`config.mk`:
```
export PLATFORM = sky130hd
export DESIGN_NAME = ballast_mode_sequencer
export DESIGN_NICKNAME = d
export VERILOG_FILES = /design/src/include/ballast_pkg.sv /design/src/rtl/ballast_mode_sequencer.sv
export VERILOG_INCLUDE_DIRS = /design/src /design/src/include
export SDC_FILE = /design/constraint.sdc
export NUM_CORES = 1
export LEC_CHECK = 0
export BUFFER_PORTS_ARGS = -buffer_cell sky130_fd_sc_hd__buf_2
export CAP_MARGIN = 0
export CORE_UTILIZATION = 42
export DETAILED_ROUTE_END_ITERATION = 16
export MAX_ROUTING_LAYER = met4
export PLACE_DENSITY_LB_ADDON = 0.3
export SLEW_MARGIN = 20
export SYNTH_ARGS = -nofsm -noshare
export SYNTH_HDL_FRONTEND = slang
export SYNTH_SLANG_ARGS = --single-unit
export TNS_END_PERCENT = 10
```
`constraint.sdc`:
```
create_clock -name clk_sys -period 5 [get_ports clk_sys]
set_clock_uncertainty 0.05 [all_clocks]
set_input_delay 0.5 -clock clk_sys [delete_from_list [all_inputs] [get_ports clk_sys]]
set_output_delay 0.5 -clock clk_sys [all_outputs]
set_load 0.02 [all_outputs]
```
`src/include/ballast_params.svh`:
```
`ifndef BALLAST_PARAMS_SVH
`define BALLAST_PARAMS_SVH
// ----------------------------------------------------------------------------
// Timing and limits
// ----------------------------------------------------------------------------
`define CLK_PERIOD_NS      50
`define DEAD_TIME_NS       1600
// Least time, rounded up to whole clock cycles
`define DEAD_CYCLES        ((`DEAD_TIME_NS + `CLK_PERIOD_NS - 1) / `CLK_PERIOD_NS)
`define FAULT_EVENT_LIMIT  65
`define SYNC_STAGES        3
// Default half periods of the bridge in clock cycles (drive on-time per switch)
`define SOFT_HALF_DEFAULT  250
`define WARM_HALF_DEFAULT  500
`define RUN_HALF_DEFAULT   800
`define RAMP_DIV_DEFAULT   64
`endif

```
`src/include/ballast_pkg.sv`:
```
`default_nettype none
package ballast_pkg;
    // Operating modes of the sequencer
    typedef enum logic [2:0] {
        supply_lockout_state,
        filament_warming_state,
        strike_state,
        run_state,
        fault_state
    } mode_t;

    // Bridge switching phases
    typedef enum logic [1:0] {
        ph_dead_low,
        ph_low_on,
        ph_dead_high,
        ph_high_on
    } phase_t;

    // Digital results of the analog comparators
    typedef struct packed {
        logic supply_above_start;     // Supply above supply_start_threshold
        logic floating_supply_ok;     // Floating supply above its start threshold
        logic shutdown_below_reset;   // Shutdown input below 3.0 V
        logic shutdown_above_off;     // Shutdown input above non-latched off level
        logic wearout_fault;          // End-of-life window violated
        logic timer_above_two_thirds; // warmup_timer_node above 2/3 supply
        logic timer_below_one_third;  // warmup_timer_node below 1/3 supply
        logic current_over;           // Bridge current sense above 1.2 V
    } comparator_t;

    // Switches and drives facing the analog side
    typedef struct packed {
        logic top_switch_drive;
        logic bottom_switch_drive;
        logic timer_ground_on;        // Ties warmup_timer_node to ground
        logic timer_discharge_on;     // Rapid discharge toward 1/3 supply
        logic frequency_clamp_switch; // Grounds frequency_control_node
        logic frequency_raise;        // One clock-cycle pulse: nudge frequency up
        logic fault_counter_enable;
        logic input_correction_high_gain;
    } drive_t;
endpackage
`default_nettype wire

```
`src/rtl/ballast_mode_sequencer.sv`:
```
`include "ballast_params.svh"
`default_nettype none
module ballast_mode_sequencer #(
    parameter int SOFT_HALF = `SOFT_HALF_DEFAULT,
    parameter int WARM_HALF = `WARM_HALF_DEFAULT,
    parameter int RUN_HALF  = `RUN_HALF_DEFAULT,
    parameter int RAMP_DIV  = `RAMP_DIV_DEFAULT
) (
    input  wire logic                   clk_sys,
    input  wire logic                   arst_n,
    input  wire ballast_pkg::comparator_t comparators,
    output var  ballast_pkg::drive_t    drives,
    output var  ballast_pkg::mode_t     mode
);
    import ballast_pkg::*;

    localparam int CW = 16;
    localparam int FW = 7;

    // ------------------------------------------------------------------------
    // Parameter checks
    // ------------------------------------------------------------------------
    // Refused at elaboration so a bad half period never reaches the counters
    if (SOFT_HALF < 1 || SOFT_HALF > WARM_HALF || WARM_HALF > RUN_HALF ||
        RUN_HALF >= (1 << CW) || RAMP_DIV < 1 || RAMP_DIV >= (1 << CW)) begin
        $error("ballast_mode_sequencer: unsupported half period settings");
    end

    // ------------------------------------------------------------------------
    // State
    // ------------------------------------------------------------------------
    typedef struct packed {
        comparator_t [`SYNC_STAGES-1:0] sync;
        comparator_t                    cmp;
        mode_t                          mode;
        phase_t                         phase;
        logic [CW-1:0]                  cnt;
        logic [CW-1:0]                  half;
        logic [CW-1:0]                  ramp;
        logic                           boot_ready;
        logic                           oc_seen;
        logic [FW-1:0]                  faults;
        logic                           discharging;
        drive_t                         out;
    } state_t;

    state_t st_ff;
    state_t nxt_st;

    localparam logic [CW-1:0] DEAD  = CW'(`DEAD_CYCLES);
    localparam logic [CW-1:0] SOFTH = CW'(SOFT_HALF);
    localparam logic [CW-1:0] WARMH = CW'(WARM_HALF);
    localparam logic [CW-1:0] RUNH  = CW'(RUN_HALF);
    localparam logic [CW-1:0] RDIV  = CW'(RAMP_DIV);
    localparam logic [FW-1:0] LIMIT = FW'(`FAULT_EVENT_LIMIT);

    // ------------------------------------------------------------------------
    // Next-state logic
    // ------------------------------------------------------------------------
    always_comb begin
        logic bottom_done;
        logic oscillating;
        bottom_done = 1'b0;
        oscillating = 1'b0;
        nxt_st = st_ff;
        nxt_st.out.frequency_raise = 1'b0;

        // Three-stage synchroniser; a change counts once stages two and three agree
        nxt_st.sync = {st_ff.sync[`SYNC_STAGES-2:0], comparators};
        if (st_ff.sync[1] == st_ff.sync[2]) begin
            nxt_st.cmp = st_ff.sync[2];
        end

        oscillating = (st_ff.mode == filament_warming_state) ||
                      (st_ff.mode == strike_state) || (st_ff.mode == run_state);

        // Bridge phase timing: equal on-times and equal dead times keep 50% duty
        if (oscillating) begin
            nxt_st.cnt = st_ff.cnt + 1'b1;
            case (st_ff.phase)
                ph_dead_low: begin
                    if (st_ff.cnt + 1'b1 >= DEAD) begin
                        nxt_st.phase = ph_low_on;
                        nxt_st.cnt = '0;
                        nxt_st.oc_seen = 1'b0;
                    end
                end
                ph_low_on: begin
                    // Sense only counts inside the bottom on-time
                    if (st_ff.cmp.current_over) begin
                        nxt_st.oc_seen = 1'b1;
                    end
                    if (st_ff.cmp.floating_supply_ok) begin
                        nxt_st.boot_ready = 1'b1;
                    end
                    if (st_ff.cnt + 1'b1 >= st_ff.half) begin
                        nxt_st.phase = ph_dead_high;
                        nxt_st.cnt = '0;
                        bottom_done = 1'b1;
                    end
                end
                ph_dead_high: begin
                    if (st_ff.cnt + 1'b1 >= DEAD) begin
                        nxt_st.phase = ph_high_on;
                        nxt_st.cnt = '0;
                    end
                end
                default: begin
                    // The top switch slot runs even before the floating supply is up
                    if (st_ff.cnt + 1'b1 >= st_ff.half) begin
                        nxt_st.phase = ph_dead_low;
                        nxt_st.cnt = '0;
                    end
                end
            endcase
        end

        // Fault counter, stepped once per bottom cycle
        if (bottom_done && st_ff.out.fault_counter_enable) begin
            // Last on-time cycle counts too; the latch would only see it next cycle
            if (st_ff.oc_seen || st_ff.cmp.current_over) begin
                nxt_st.faults = st_ff.faults + 1'b1;
            end else if (st_ff.faults != '0) begin
                nxt_st.faults = st_ff.faults - 1'b1;
            end
        end

        // Mode sequencing
        case (st_ff.mode)
            supply_lockout_state: begin
                nxt_st.phase = ph_dead_low;
                nxt_st.cnt = '0;
                nxt_st.boot_ready = 1'b0;
                nxt_st.faults = '0;
                nxt_st.discharging = 1'b0;
                nxt_st.half = SOFTH;
                if (st_ff.cmp.supply_above_start && st_ff.cmp.shutdown_below_reset) begin
                    nxt_st.mode = filament_warming_state;
                end
            end
            filament_warming_state: begin
                // Soft start: one cycle longer each bottom cycle until warm-up rate
                if (bottom_done && st_ff.half < WARMH) begin
                    nxt_st.half = st_ff.half + 1'b1;
                end
                if (st_ff.faults >= LIMIT) begin
                    nxt_st.mode = fault_state;
                end else if (st_ff.cmp.timer_above_two_thirds) begin
                    nxt_st.mode = strike_state;
                    nxt_st.discharging = 1'b1;
                    nxt_st.faults = '0;
                    nxt_st.ramp = '0;
                end
            end
            strike_state: begin
                // Shutdown and wear-out inputs are not looked at here
                if (st_ff.discharging && st_ff.cmp.timer_below_one_third) begin
                    nxt_st.discharging = 1'b0;
                end
                if (bottom_done && st_ff.cmp.current_over | st_ff.oc_seen &&
                    st_ff.half > SOFTH) begin
                    nxt_st.half = st_ff.half - 1'b1;
                    nxt_st.out.frequency_raise = 1'b1;
                end else if (st_ff.half < RUNH) begin
                    // Slow ramp toward the run rate; rate is set by RAMP_DIV
                    nxt_st.ramp = st_ff.ramp + 1'b1;
                    if (st_ff.ramp + 1'b1 >= RDIV) begin
                        nxt_st.ramp = '0;
                        nxt_st.half = st_ff.half + 1'b1;
                    end
                end
                if (!st_ff.discharging && st_ff.cmp.timer_above_two_thirds) begin
                    nxt_st.mode = run_state;
                    nxt_st.half = RUNH;
                end
            end
            run_state: begin
                if (st_ff.faults >= LIMIT || st_ff.cmp.wearout_fault) begin
                    nxt_st.mode = fault_state;
                end
            end
            default: begin
                // Latched off until power drops or shutdown is raised
                nxt_st.phase = ph_dead_low;
                nxt_st.cnt = '0;
                if (st_ff.cmp.shutdown_above_off) begin
                    nxt_st.mode = supply_lockout_state;
                end
            end
        endcase

        // Supply loss and shutdown return to lockout; strike ignores shutdown
        if (!st_ff.cmp.supply_above_start) begin
            nxt_st.mode = supply_lockout_state;
        end else if (st_ff.cmp.shutdown_above_off && st_ff.mode != strike_state) begin
            nxt_st.mode = supply_lockout_state;
        end

        // Registered outputs from the next mode and phase
        nxt_st.out.bottom_switch_drive = (nxt_st.mode == filament_warming_state ||
            nxt_st.mode == strike_state || nxt_st.mode == run_state) &&
            nxt_st.phase == ph_low_on;
        nxt_st.out.top_switch_drive = (nxt_st.mode == filament_warming_state ||
            nxt_st.mode == strike_state || nxt_st.mode == run_state) &&
            nxt_st.phase == ph_high_on && nxt_st.boot_ready;
        // A raise only stands while strike is kept; a same-cycle exit drops it
        nxt_st.out.frequency_raise = nxt_st.out.frequency_raise &&
            nxt_st.mode == strike_state;
        nxt_st.out.timer_ground_on = nxt_st.mode == supply_lockout_state ||
            nxt_st.mode == fault_state;
        nxt_st.out.timer_discharge_on = nxt_st.mode == strike_state &&
            nxt_st.discharging;
        nxt_st.out.frequency_clamp_switch = nxt_st.mode != strike_state &&
            nxt_st.mode != run_state;
        nxt_st.out.fault_counter_enable = nxt_st.mode == filament_warming_state ||
            nxt_st.mode == run_state;
        nxt_st.out.input_correction_high_gain = nxt_st.mode == filament_warming_state ||
            nxt_st.mode == strike_state;
    end

    // ------------------------------------------------------------------------
    // State register
    // ------------------------------------------------------------------------
    always_ff @(posedge clk_sys or negedge arst_n) begin
        if (!arst_n) begin
            st_ff <= '0;
            st_ff.mode <= supply_lockout_state;
            st_ff.half <= SOFTH;
            st_ff.out.timer_ground_on <= 1'b1;
            st_ff.out.frequency_clamp_switch <= 1'b1;
        end else begin
            st_ff <= nxt_st;
        end
    end

    assign drives = st_ff.out;
    assign mode   = st_ff.mode;
endmodule
`default_nettype wire

```
**Word-level counts from Yosys, hierarchy flattened**

Cells that the tools add are included.

- Add/sub/neg operators: 6
- $mul: 0
- Div/mod/pow operators: 0
- Order comparisons: 7
- Equal/unequal tests: 25
- Shift operators: 0
- Mux-type cells: 46
- Bitwise gates (word level): 1
- Reductions and logical operators: 34

Operator list:

| kind | count |
|---|---|
| 18-bit two-way mux | 6 |
| 16-bit two-way mux | 6 |
| 32-bit two-way mux | 2 |
| 18-bit one-hot mux with 3 select lines | 1 |
| 16-bit by 1-bit adder with 16-bit output (second input constant) | 3 |
| 16-bit one-hot mux with 3 select lines | 1 |
| 16-bit one-hot mux with 2 select lines | 1 |
| 3-bit two-way mux | 8 |
| 7-bit two-way mux | 3 |
| 16-bit >= comparator | 1 |
| 16-bit by 6-bit >= comparator with 1-bit output (second input constant) | 1 |
| 16-bit by 7-bit >= comparator with 1-bit output (second input constant) | 1 |
| 16-bit by 8-bit > comparator with 1-bit output (second input constant) | 1 |
| 16-bit by 10-bit less-than comparator with 1-bit output (second input constant) | 1 |
| 16-bit by 9-bit less-than comparator with 1-bit output (second input constant) | 1 |
| 8-bit two-way mux | 2 |
| 16-bit by 1-bit subtractor with 16-bit output (second input constant) | 1 |
| 1-bit logical AND | 14 |
| 7-bit one-hot mux with 2 select lines | 1 |
| 3-bit by 2-bit equality test with 1-bit output (second input constant) | 4 |
| 3-bit one-hot mux with 4 select lines | 1 |
| 1-bit two-way mux | 11 |
| 2-bit != test (second input constant) | 5 |
| 3-bit by 2-bit != test with 1-bit output (second input constant) | 3 |
| other kinds (24) | 40 |

- Bits in registers: 103
- Latch bits: 0
- Memory bits (writable): 0
- Bits in read-only memories: 0
- Input port bits: 10
- Output and inout bits: 11
- Logic and storage cells: 168
- Memories: 0

**Depth between registers and ports, before layout**

Gate-level depths: netlist (run 1).

- Word-level depth: 11
- Depth in mapped cells: 17
- Gate-level depth less buffers: 14

**Least setup slack after synthesis (run 1)**

OpenSTA, ideal clock, no wires.

- Path kind: register to register
- Start point: register st_ff[52] in the netlist's numbering
- End point: register st_ff[12] in the netlist's numbering
- Library setup time: 0.079 ns
- Arrival time: 3.439 ns
- Required time: 4.871 ns
- Setup slack: 1.432 ns
- Stages on the path, launching flop included: 17
- Period minus slack after synthesis: 3.568 ns
- Cell sequence: dfrtp_1 -> and4_1 -> clkbuf_1 -> nand4_1 -> nor2_1 -> and3_1 -> xor2_1 -> ha_1 -> nand4_1 -> nor3_1 -> a221oi_1 -> a311oi_1 -> buf_2 -> and2_1 -> nand2b_1 -> or3b_2 -> a21oi_1

RTL lines:

| what | RTL line | RTL |
|---|---|---|
| start: declaration | ballast_mode_sequencer.sv:47 | `state_t st_ff;` |
| start signal: assignment | ballast_mode_sequencer.sv:232 | `st_ff <= nxt_st;` |

**Worst setup path after layout (run 1)**

- Start point: register st_ff[52] in the netlist's numbering
- End point: register st_ff[47] in the netlist's numbering

- Longest elaborated chain between the ends: 10
- Elaborated cells on any way between the ends: 15
- Classes of those cells: add/sub: 1; order compare: 1; eq/ne: 3; mux: 6; reduce/logical: 4

Ends and longest elaborated chain:

| what | RTL line | RTL |
|---|---|---|
| 16-bit by 1-bit adder with 16-bit output * | ballast_mode_sequencer.sv:96 | `if (st_ff.cnt + 1'b1 >= st_ff.half) begin` |
| 16-bit >= comparator * | ballast_mode_sequencer.sv:96 |  |
| 1-bit two-way mux * | ballast_mode_sequencer.sv:96 |  |
| 1-bit two-way mux * | ballast_mode_sequencer.sv:80 | `case (st_ff.phase)` |
| 1-bit two-way mux * | ballast_mode_sequencer.sv:78 | `if (oscillating) begin` |
| 1-bit logical AND (2 in series) | ballast_mode_sequencer.sv:160 | `if (bottom_done && st_ff.cmp.current_over \| st_ff.oc_seen &&` |
| 16-bit two-way mux | ballast_mode_sequencer.sv:160 |  |
| 16-bit two-way mux | ballast_mode_sequencer.sv:172 | `if (!st_ff.discharging && st_ff.cmp.timer_above_two_thirds) begin` |
| 16-bit one-hot mux with 3 select lines | ballast_mode_sequencer.sv:129 | `case (st_ff.mode)` |

Every way passes the cells marked *; elsewhere a longest branch is shown, timed or not.
A chain may end at the register's enable or synchronous reset.

==> run_results.csv, run 1 <==
group,metric,value,unit
status,outcome,"completed",
flow_run,max_cap_viol_count,0,
floorplan,coreArea,13800,um^2
critical_path,max_stage_delay,550,ps
layout,flow.area_growth_from_synthesis,8.34,%
synthesis,postSynthCellCount,630,
clocking,tritoncts_clock_tree,"built",
timing,final-hold-violation-count,0,
critical_path,path_delay_family,"simple AND/OR/NAND/NOR gates",
grt,overflow,0,
clocking,cts_root_buf,"clkbuf_16",
drt,drtIter0Drc,354,
critical_path,critical_path_arrival,4470,ps
grt,grt_max_degree,59,
power_and_ir_drop,p_leak,2.83,nW
drt,routed-via-count,4757,
timing,fin_crit_sh,0.848,
drt,routed_wire_length,13600,um
timing,timing.final.setup_violations,0,
synthesis,synth_nets,665,
placement,detailedPlace.worstSlack,860,ps
drt,vias_per_cell,5.82,
clocking,post_cts_setup_bufs,0,
critical_path,cp_max_fo,16,
min_path,min_path_type,"input port to asynchronous set/reset pin",
synthesis,postSynth.asyncResetShare,1.00,
clocking,ctsHtreeMaxLevel,3,
floorplan,start_util,0.430,
layout,final_nets,667,
critical_path,critical_path.startpoint_type,"flip-flop",
critical_path,path_cells,"and4_1 > nand4_1 > nor2_1 > and3_1 > xor2_1 > ha_1 > nand4_1 > nor3_1 > a221oi_1 > a311oi_1 > buf_4 > and2_1 > o21ai_0 > or2_0 > a31oi_1",
synthesis,synth_warnings,0,
clocking,ctsLongestPathBuffers,2,
synthesis,synth_sequential_area_ratio,0.435,
grt,number_of_global_route_vias_before_repair,4523,
floorplan,ioPinCount,21,
drt,drt_pass1_iterations,5,
drt,detail_route.drc_violations,0,
timing,final.min_clock_period,4240,ps
power_and_ir_drop,power.ir.vdd_worst,0.000297,V
grt,grt_antenna_before_repair,0,
timing,final-max-slew-violation-count,0,
layout,layout-drive-gt1-share,0.127,
timing,grt_setup_unrepaired,"no",
clocking,clkSinkCount,103,
critical_path,critical-path-slowest-cell,"and2_1",
timing,worst_slack,758,ps
floorplan,die_width,121,um
clocking,cts_resized,0,
placement,hpwlAfterDp,10000,um
critical_path,critical_path_buf_inv_count,1,
clocking,clock_latency,370,ps
synthesis,synthFlopType,"dfrtp_1",
clocking,cts_inserted_buffers,9,
critical_path,criticalPathCategory,"flip-flop to flip-flop",
grt,grt_util_all_layers,0.209,
placement,place.gp.congestion,0.917,
layout,diodes,0,
grt,grt_pass1_wl,22900,um
synthesis,synthDistinctLibCells,75,
floorplan,placementRows,43,
clocking,holdBufCountCts,0,
drt,wire_per_inst,16.6,um
timing,max_freq,236,MHz
synthesis,post_synth_instance_area,5940,um^2
layout,mostFrequentLayoutCell,"dfrtp_1",
drt,highest_layer,"met4",
timing,relSlewSlack,0.455,
drt,wl_met1,6290,um
timing,fin_tns_setup,0,ps
critical_path,crit_path_end_kind,"flip-flop",
synthesis,synth-seq-cells,103,
synthesis,synth-edff-count,0,
power_and_ir_drop,p_total,1.68,mW
placement,portBuffers,20,
drt,detail-route-antenna-nets,0,
floorplan,design.die.area,14600,um^2
drt,wl_met3,664,um
clocking,cts.reportedPaths.clkPinSlew,70,ps
floorplan,floorplan.die.height,121,um
synthesis,syn_avg_cell_area,9.43,um^2
timing,worst_pin_slew,816,ps
drt,met2RoutedLength,6270,um
critical_path,required_time_of_the_critical_path,5230,ps
critical_path,cpMostUsedCell,"nand4_1",
power_and_ir_drop,power_per_cell_area,262,nW/um^2
layout,mostFrequentLayoutCells,"dfrtp_1, nor2_1, nand2_1",
[area by class of cell]
class | count | area [um^2]
Inverter | 30 | 113
Fill cell | 1297 | 7390
Clock buffer | 9 | 225
Tap cell | 180 | 225
Clock inverter | 7 | 101
Multi-Input combinational cell | 463 | 3050
Timing Repair Buffer | 25 | 140
Sequential cell | 103 | 2590
[Yosys cell counts (16+ instances only)]
cell | count | area, um^2
dfrtp_1 | 95 | 2380
nor2_1 | 48 | 180
nand2_1 | 46 | 173
a21oi_1 | 40 | 200
o21ai_0 | 32 | 160
inv_1 | 30 | 113
ha_1 | 25 | 313
xnor2_1 | 25 | 219
and2_1 | 22 | 138
nand3_1 | 22 | 110
nand4_1 | 20 | 125
nor3_1 | 20 | 100
clkbuf_1 | 16 | 60.1
[worst reg2reg max path, stage by stage (launching register included)]
cell and delay [ps]:
dfrtp_1 420, and4_1 340, nand4_1 210, nor2_1 220, and3_1 190, xor2_1 240, ha_1 200, nand4_1 90
nor3_1 270, a221oi_1 150, a311oi_1 300, buf_4 230, and2_1 550, o21ai_0 270, or2_0 270, a31oi_1 170
[state kept, by name, indices dropped and copies added, names as in the netlist]
name	cells
nxt_st	16
mode	3
st_ff	76
drives	8
[metal layers]
metal  track usage  vias up
met5             -        -
met4        0.0872        0
met3        0.0409       28
met2         0.317      151
met1         0.272     2304
li1              -     2274
[where the power goes]
group	internal, mW	total [mW]	switching, mW
Sequential	0.852	0.868	0.0152
Combinational	0.0267	0.0656	0.0389
Clock	0.404	0.751	0.348
[kinds of logic after synthesis]
logic type / after synthesis / share of synthesized area
compound gates: 149 / 0.168
xor+xnor: 31 / 0.0457
fa+ha+maj: 25 / 0.0526
buf+inv: 64 / 0.0520
flops: 103 / 0.435
mux: 15 / 0.0272
simple gates: 243 / 0.219
[per-stage QoR]
step                instances  cell area (um^2)   util  hold slack, ps
floorplan                 630              5940      -             154
global placement          801              6110  0.442             283
detailed placement        801              6110  0.442             285
CTS                       817              6440  0.466             148
global route              817              6440  0.466             168
finish                    817              6440  0.466             126
[worst paths after layout]
| check | to | slack (ps) | depth (start not counted) | startpoint |
|---|---|---|---|---|
| setup / recovery | st_ff[47]$_DFFE_PN0P_ | 760 | 15 | st_ff[52]$_DFF_PN0_ |
| hold / removal | st_ff[13]$_DFF_PN0_ | 130 | 1 | arst_n |
| setup reg to reg | st_ff[47]$_DFFE_PN0P_ | 760 | 15 | st_ff[52]$_DFF_PN0_ |
| hold reg to reg | nxt_st[99]$_DFF_PN0_ | 300 | 0 | nxt_st[91]$_DFF_PN0_ |
| max in group asynchronous | st_ff[45]$_DFFE_PN0P_ | 3730 | 2 | arst_n |
| min in group clk_sys | nxt_st[92]$_DFF_PN0_ | 190 | 1 | comparators[5] |
(Power assumes the default switching activity.)
==> run 2, diff against run 1 <==
- ABC_AREA: default -> 1
- clock period: 5 -> 3.8 ns (I/O delays scaled with it)
==> run 2 against run 1 <==
Net effect:
- die area increased by 7.8%
- utilization increased by 0.93 points
- sequential cell count unchanged
- sequential power increased by 31%
- clock-buffer cell count unchanged
- area after synthesis increased by 7.9%
- highest routed layer unchanged
- critical path type unchanged
- register-to-register slack got worse by 370 ps
- sequential share of layout area decreased by 3.1 points
- combinational power increased by 68%
- worst setup slack got worse by 370 ps
- routed wire length increased by 5.2%
==> run_results.csv, run 2 <==
group,metric,value,unit
placement,dp_cells,1056,
power_and_ir_drop,clock_power_share,0.431,
grt,number_of_global_route_vias_before_repair,5012,
power_and_ir_drop,power.ir.vdd_worst,0.000421,V
power_and_ir_drop,p_leak,3.64,nW
critical_path,criticalPathCategory,"flip-flop to flip-flop",
layout,mostFrequentLayoutCells,"nand2_1, nor2_1, inv_1",
clocking,holdBufCountCts,0,
grt,grt_util_all_layers,0.199,
timing,fin_crit_sh,0.898,
timing,final-hold-violation-count,0,
timing,worst_pin_slew,754,ps
drt,wire_per_inst,13.3,um
clocking,clkSinkCount,103,
floorplan,ioPinCount,21,
clocking,clock_latency,360,ps
layout,final_core_utilization,0.475,
grt,grt_pass1_wl,24300,um
clocking,post_cts_setup_bufs,0,
timing,final.min_clock_period,3410,ps
status,outcome,"completed",
layout,mostFrequentLayoutCell,"nand2_1",
floorplan,coreArea,14700,um^2
synthesis,synthFlopType,"dfrtp_1",
floorplan,die_width,126,um
critical_path,crit_path_end_kind,"flip-flop",
drt,routed-via-count,5345,
power_and_ir_drop,power_per_cell_area,316,nW/um^2
critical_path,critical_path.startpoint_type,"flip-flop",
placement,place.gp.congestion,0.881,
synthesis,synth_area_leader_cell,"dfrtp_1",
synthesis,synth-edff-count,0,
layout,final_nets,919,
clocking,cts.reportedPaths.clkPinSlew,80,ps
drt,detail_route.drc_violations,0,
critical_path,required_time_of_the_critical_path,4000,ps
timing,timing.final.setup_violations,0,
layout,num-fill-cells,1454,
placement,detailedPlace.worstSlack,-26.3,ps
drt,detail-route-antenna-nets,0,
layout,largest_register,"st_ff",
drt,vias_per_cell,4.98,
clocking,cts_inserted_buffers,9,
floorplan,start_util,0.436,
grt,grt_max_degree,57,
synthesis,synth-seq-cells,103,
clocking,ctsHtreeMaxLevel,3,
layout,number_of_flip_flops_in_the_largest_register,76,
synthesis,postSynth.asyncResetShare,1.00,
timing,final-max-slew-violation-count,0,
power_and_ir_drop,combPwrFrac,0.050,
power_and_ir_drop,cell_internal_pwr,1.63,mW
grt,grt_antenna_before_repair,0,
clocking,cts_root_buf,"clkbuf_16",
layout,diodes,0,
drt,routed_wire_length,14300,um
timing,max_freq,293,MHz
synthesis,synth_nets,905,
power_and_ir_drop,power.sequential.fraction,0.519,
power_and_ir_drop,total_switching_power,0.572,mW
synthesis,postSynthCellCount,870,
synthesis,yosysMostFrequentCell,"nand2_1",
clocking,tritoncts_clock_tree,"built",
drt,drtIter0Drc,387,
flow_run,max_cap_viol_count,0,
synthesis,synthDistinctLibCells,43,
power_and_ir_drop,switching_share,0.260,
placement,hpwlAfterDp,10500,um
synthesis,post_synth_instance_area,6410,um^2
floorplan,placementRows,44,
placement,placed_area,6630,um^2
layout,flow.area_growth_from_synthesis,8.84,%
synthesis,synth_warnings,0,
placement,portBuffers,20,
synthesis,synth_top_area_frac,0.371,
critical_path,cp_max_fo,22,
layout,finalInstanceArea,6980,um^2
synthesis,synth_sequential_area_ratio,0.403,
clocking,ctsLongestPathBuffers,2,
floorplan,floorplan.die.height,126,um
synthesis,syn_avg_cell_area,7.37,um^2
layout,layout-drive-gt1-share,0.118,
timing,whs,41.4,ps
synthesis,synth.top_cells.by_count,"nand2_1, nor2_1, inv_1, dfrtp_1, nand3_1",
grt,overflow,0,
timing,relSlewSlack,0.497,
synthesis,ys_top_cells_by_area,"dfrtp_1, nand2_1, nor2_1, inv_1, xor2_1",
timing,worst_slack,387,ps
floorplan,design.die.area,15800,um^2
min_path,min_path_type,"input port to asynchronous set/reset pin",
critical_path,critical_path_arrival,3620,ps
layout,finish.cell_count_without_fillers,1073,
drt,drt_pass1_iterations,5,
==> run 2: cell count changes after synthesis, sizes merged, moves of 22 or more <==
| cell | previous run | this run |
|---|---|---|
| xor2 | 6 | 40 |
| nor2 | 48 | 162 |
| nand3 | 23 | 48 |
| inv | 30 | 126 |
| nand2 | 46 | 212 |
| xnor2 | 25 | 0 |
| and2 | 22 | 0 |
==> run 2: routing by layer <==
metal  track usage  vias to the layer above  wire (um)
li1              -                     2760          -
met1         0.264                     2444       6870
met2         0.308                      122       6530
met3        0.0334                       19        619
met4        0.0681                        0        259
met5             -                        -          0
==> run 2: kinds of logic after synthesis <==
group,share of synthesized area
adder cells (fa/ha/maj),0.0488
AND/OR/NAND/NOR,0.317
buffers and inverters,0.102
multiplexers,0.00878
flip-flops,0.403
AO/OA/AOI/OAI,0.0646
XOR/XNOR,0.0546
==> run 2: critical path, cell delays in order (launching register included) <==
cell     delay [ps]
dfrtp_1         400
ha_1            200
nand2_1          70
nor2_1          130
nand3_1         140
nor2_2          170
nand2_1          90
o21ai_0         190
nand2_1         130
inv_1            70
ha_1            210
nand2_1         100
o21ai_0         100
a21oi_1         120
nand2_1         130
nand4_4         110
buf_6           210
nand2_2         120
inv_2           100
nand2_4          60
nand2_4         160
inv_6           100
nor2_1           90
nor2_1           50
==> run 2: what timing repair did <==
action | in CTS | in global routing
endpoints found under the setup margin | 2 | 20
pin swaps | 0 | 1
cloned | 0 | 1
resized for setup | 1 | 6
==> run 2: worst paths after layout <==
path / startpoint / endpoint / slack (ps) / depth (start not counted)
hold reg to reg: nxt_st[89]$_DFF_PN0_ / nxt_st[97]$_DFF_PN0_ / 300 / 0
max in group asynchronous: arst_n / mode[2]$_DFF_PN0_ / 2790 / 2
setup reg to reg: st_ff[50]$_DFF_PN0_ / st_ff[42]$_DFFE_PN0P_ / 390 / 23
setup / recovery: st_ff[50]$_DFF_PN0_ / st_ff[42]$_DFFE_PN0P_ / 390 / 23
min in group clk_sys: comparators[2] / nxt_st[89]$_DFF_PN0_ / 70 / 1
hold / removal: arst_n / st_ff[52]$_DFF_PN0_ / 40 / 1
==> run 2: layout make-up <==
class / count / area (um^2) / area share
clock buffers: 9 / 225 / 0.0323
clock inverters: 7 / 83.8 / 0.0120
well taps: 184 / 230 / 0.0330
multi-input cells: 615 / 3210 / 0.459
repair buffers: 28 / 166 / 0.0238
inverters: 127 / 482 / 0.0690
flip-flops and latches: 103 / 2590 / 0.371
==> run 2: power by group through the flow <==
stage | logic, mW | clock network [mW] | registers [mW]
floorplan | 0.0654 | 0 | 1.16
global placement | 0.111 | 0 | 1.16
detailed placement | 0.111 | 0 | 1.17
CTS | 0.111 | 0.972 | 1.14
global route | 0.127 | 1.02 | 1.15
finish | 0.110 | 0.951 | 1.14
==> run 2: per-stage QoR <==
| stage | TNS [ps] | total power, mW |
|---|---|---|
| global placement | 0 | 1.27 |
| finish | 0 | 2.20 |
| floorplan | 0 | 1.22 |
| global route | -31.5 | 2.29 |
| CTS | 0 | 2.23 |
| detailed placement | -46.9 | 1.28 |
==> run 3, diff against run 2 <==
- RECOVER_POWER: default -> 100
- SLEW_MARGIN: 20 -> default
==> run 3 against run 2 <==
Net effect:
- the flow now finishes with violations (max-capacitance violations, max-slew violations)
- maximum frequency down 0.16%
- power down 0.18%
- sequential cell count unchanged
- via count hardly changed
- clock power barely moved
- routed wire length is essentially flat
- global-route usage unchanged
- critical path type unchanged
- critical endpoint is now st_ff[21]$_DFFE_PN0P_
==> run_results.csv, run 3 (same netlist as run 2, synthesis figures left out) <==
group,metric,value,unit
clocking,ctsHtreeMaxLevel,3,
critical_path,worst_r2r_path_depth,19,
layout,flow.area_growth_from_synthesis,8.25,%
layout,ff_latch_area,2590,um^2
status,outcome,"finished with violations",
timing,fin_crit_sh,0.899,
critical_path,path_cells,"ha_1 > nand2_1 > nor2_1 > nand3_1 > nor2_2 > nand2_1 > o21ai_0 > nand2_1 > inv_1 > ha_1 > nand2_1 > o21ai_0 > a21oi_1 > nand2_1 > nand4_4 > nor2_1 > nor3_2 > nand2_1 > o21ai_0",
grt,number_of_global_route_vias_before_repair,5012,
placement,hpwlAfterDp,10500,um
placement,portBuffers,20,
drt,wire_per_inst,13.3,um
layout,mostFrequentLayoutCell,"nand2_1",
clocking,holdBufCountCts,0,
grt,grt_util_all_layers,0.199,
critical_path,launch_instance_of_the_worst_register_to_register_path,"st_ff[50]$_DFF_PN0_",
critical_path,critical-path-slowest-cell,"nor3_2",
drt,drtIter0Drc,355,
floorplan,placementRows,44,
layout,number_of_flip_flops_in_the_largest_register,76,
clocking,tritoncts_clock_tree,"built",
layout,layout-drive-gt1-share,0.0967,
timing,max_freq,293,MHz
floorplan,ioPinCount,21,
layout,largest_register,"st_ff",
clocking,post_cts_setup_bufs,0,
placement,dp_cells,1056,
critical_path,crit_path_end_kind,"flip-flop",
critical_path,cp_max_fo,10,
layout,finalInstanceArea,6940,um^2
layout,final_nets,919,
timing,relSlewSlack,-1.10,
critical_path,required_time_of_the_critical_path,4030,ps
floorplan,floorplan.die.height,126,um
grt,overflow,0,
floorplan,start_util,0.436,
min_path,worst_hold_startpoint,"comparators[0]",
flow_run,max_cap_viol_count,1,
status,violations_in_the_final_reports,"max-capacitance violations, max-slew violations",
critical_path,critical_path_arrival,3650,ps
layout,diodes,0,
critical_path,cpMostUsedCell,"nand2_1",
floorplan,die_width,126,um
timing,worst_pin_slew,3150,ps
critical_path,worst_r2r_endpoint,"st_ff[21]$_DFFE_PN0P_",
drt,routed-via-count,5340,
layout,multi_input_area,3190,um^2
floorplan,coreArea,14700,um^2
clocking,cts_root_buf,"clkbuf_16",
timing,final-max-slew-violation-count,57,
power_and_ir_drop,p_total,2.20,mW
timing,timing.final.setup_violations,0,
layout,final_core_utilization,0.472,
drt,detail-route-antenna-nets,0,
timing,whs,68.6,ps
clocking,ctsLongestPathBuffers,2,
placement,place.gp.congestion,0.881,
power_and_ir_drop,power.ir.vdd_worst,0.000424,V
floorplan,design.die.area,15800,um^2
clocking,clock_latency,360,ps
critical_path,criticalPathCategory,"flip-flop to flip-flop",
critical_path,max_stage_delay,630,ps
layout,mostFrequentLayoutCells,"nand2_1, nor2_1, inv_1",
min_path,min_path_type,"input port to flip-flop",
clocking,clkSinkCount,103,
grt,grt_antenna_before_repair,0,
critical_path,critical_path.startpoint_type,"flip-flop",
timing,final-hold-violation-count,0,
clocking,cts.reportedPaths.clkPinSlew,80,ps
grt,grt_pass1_wl,24300,um
power_and_ir_drop,p_leak,3.60,nW
timing,final.min_clock_period,3420,ps
layout,finish.cell_count_without_fillers,1073,
drt,vias_per_cell,4.98,
power_and_ir_drop,power_per_cell_area,317,nW/um^2
min_path,hold-path-cell-count,1,
drt,routed_wire_length,14300,um
clocking,cts_inserted_buffers,9,
grt,grt_max_degree,57,
critical_path,reg2reg_slack,380,ps
placement,placed_area,6630,um^2
layout,num-fill-cells,1464,
min_path,worstHoldEndpoint,"nxt_st[87]$_DFF_PN0_",
drt,drt_pass1_iterations,5,
drt,detail_route.drc_violations,0,
run 3: cell types whose count changed in the layout (fill, tap and decap cells not counted), sizes merged:
cell / before / now
buf: 28 / 15
clkbuf: 9 / 22
run 3: what timing repair did:
item | in CTS | in global routing
pin swaps | 0 | 1
gates cloned | 0 | 1
resized for setup | 1 | 6
setup endpoints to repair | 2 | 20
run 3: worst max path at each step:
| stage | from | end | cells after the start |
|---|---|---|---|
| after floorplan | st_ff[50]$_DFF_PN0_ | st_ff[47]$_DFFE_PN0P_ | 19 |
| after global placement | st_ff[50]$_DFF_PN0_ | st_ff[20]$_DFFE_PN0P_ | 20 |
| after detailed placement | st_ff[50]$_DFF_PN0_ | st_ff[19]$_DFFE_PN0P_ | 20 |
| after CTS | st_ff[50]$_DFF_PN0_ | st_ff[42]$_DFFE_PN0P_ | 23 |
| after global routing | st_ff[50]$_DFF_PN0_ | st_ff[35]$_DFFE_PN1P_ | 21 |
| final | st_ff[50]$_DFF_PN0_ | st_ff[21]$_DFFE_PN0P_ | 19 |
run 3: area by class of cell:
type,count,area share
Multi-Input combinational cell,615,0.460
Sequential cell,103,0.373
Inverter,127,0.0694
Tap cell,184,0.0332
Clock buffer,9,0.0324
Timing Repair Buffer,28,0.0207
Clock inverter,7,0.0121
run 3: power by group:
| part | internal, mW | leakage (nW) | switching (mW) |
|---|---|---|---|
| Combinational | 0.0336 | 2.10 | 0.0748 |
| Clock | 0.472 | 0.151 | 0.476 |
| Sequential | 1.13 | 1.35 | 0.0185 |
run 3: critical path: cells and delay by family (launching register included):
| kind | cells | cell delay (ps) |
|---|---|---|
| AOI/OAI and AO/OA | 4 | 500 |
| adders and majority gates | 2 | 410 |
| buffers and inverters | 1 | 70 |
| DFF | 1 | 400 |
| and+or+nand+nor | 12 | 1890 |
run 3: through the flow:
| stage | setup slack [ps] | setup TNS (ps) |
|---|---|---|
| 6_report | 382 | 0 |
| 5_1_grt | -4.01 | -4.01 |
| 4_1_cts | 282 | 0 |
| 3_5_place_dp | -26.3 | -46.9 |
| 3_3_place_gp | 138 | 0 |
| 2_1_floorplan | 897 | 0 |
run 3: routing by layer:
layer	part of all wire	vias up	global-route usage
met5	0	-	-
met4	0.018	0	0.0681
met3	0.041	20	0.0334
met2	0.46	115	0.308
met1	0.48	2447	0.264
li1	-	2758	-
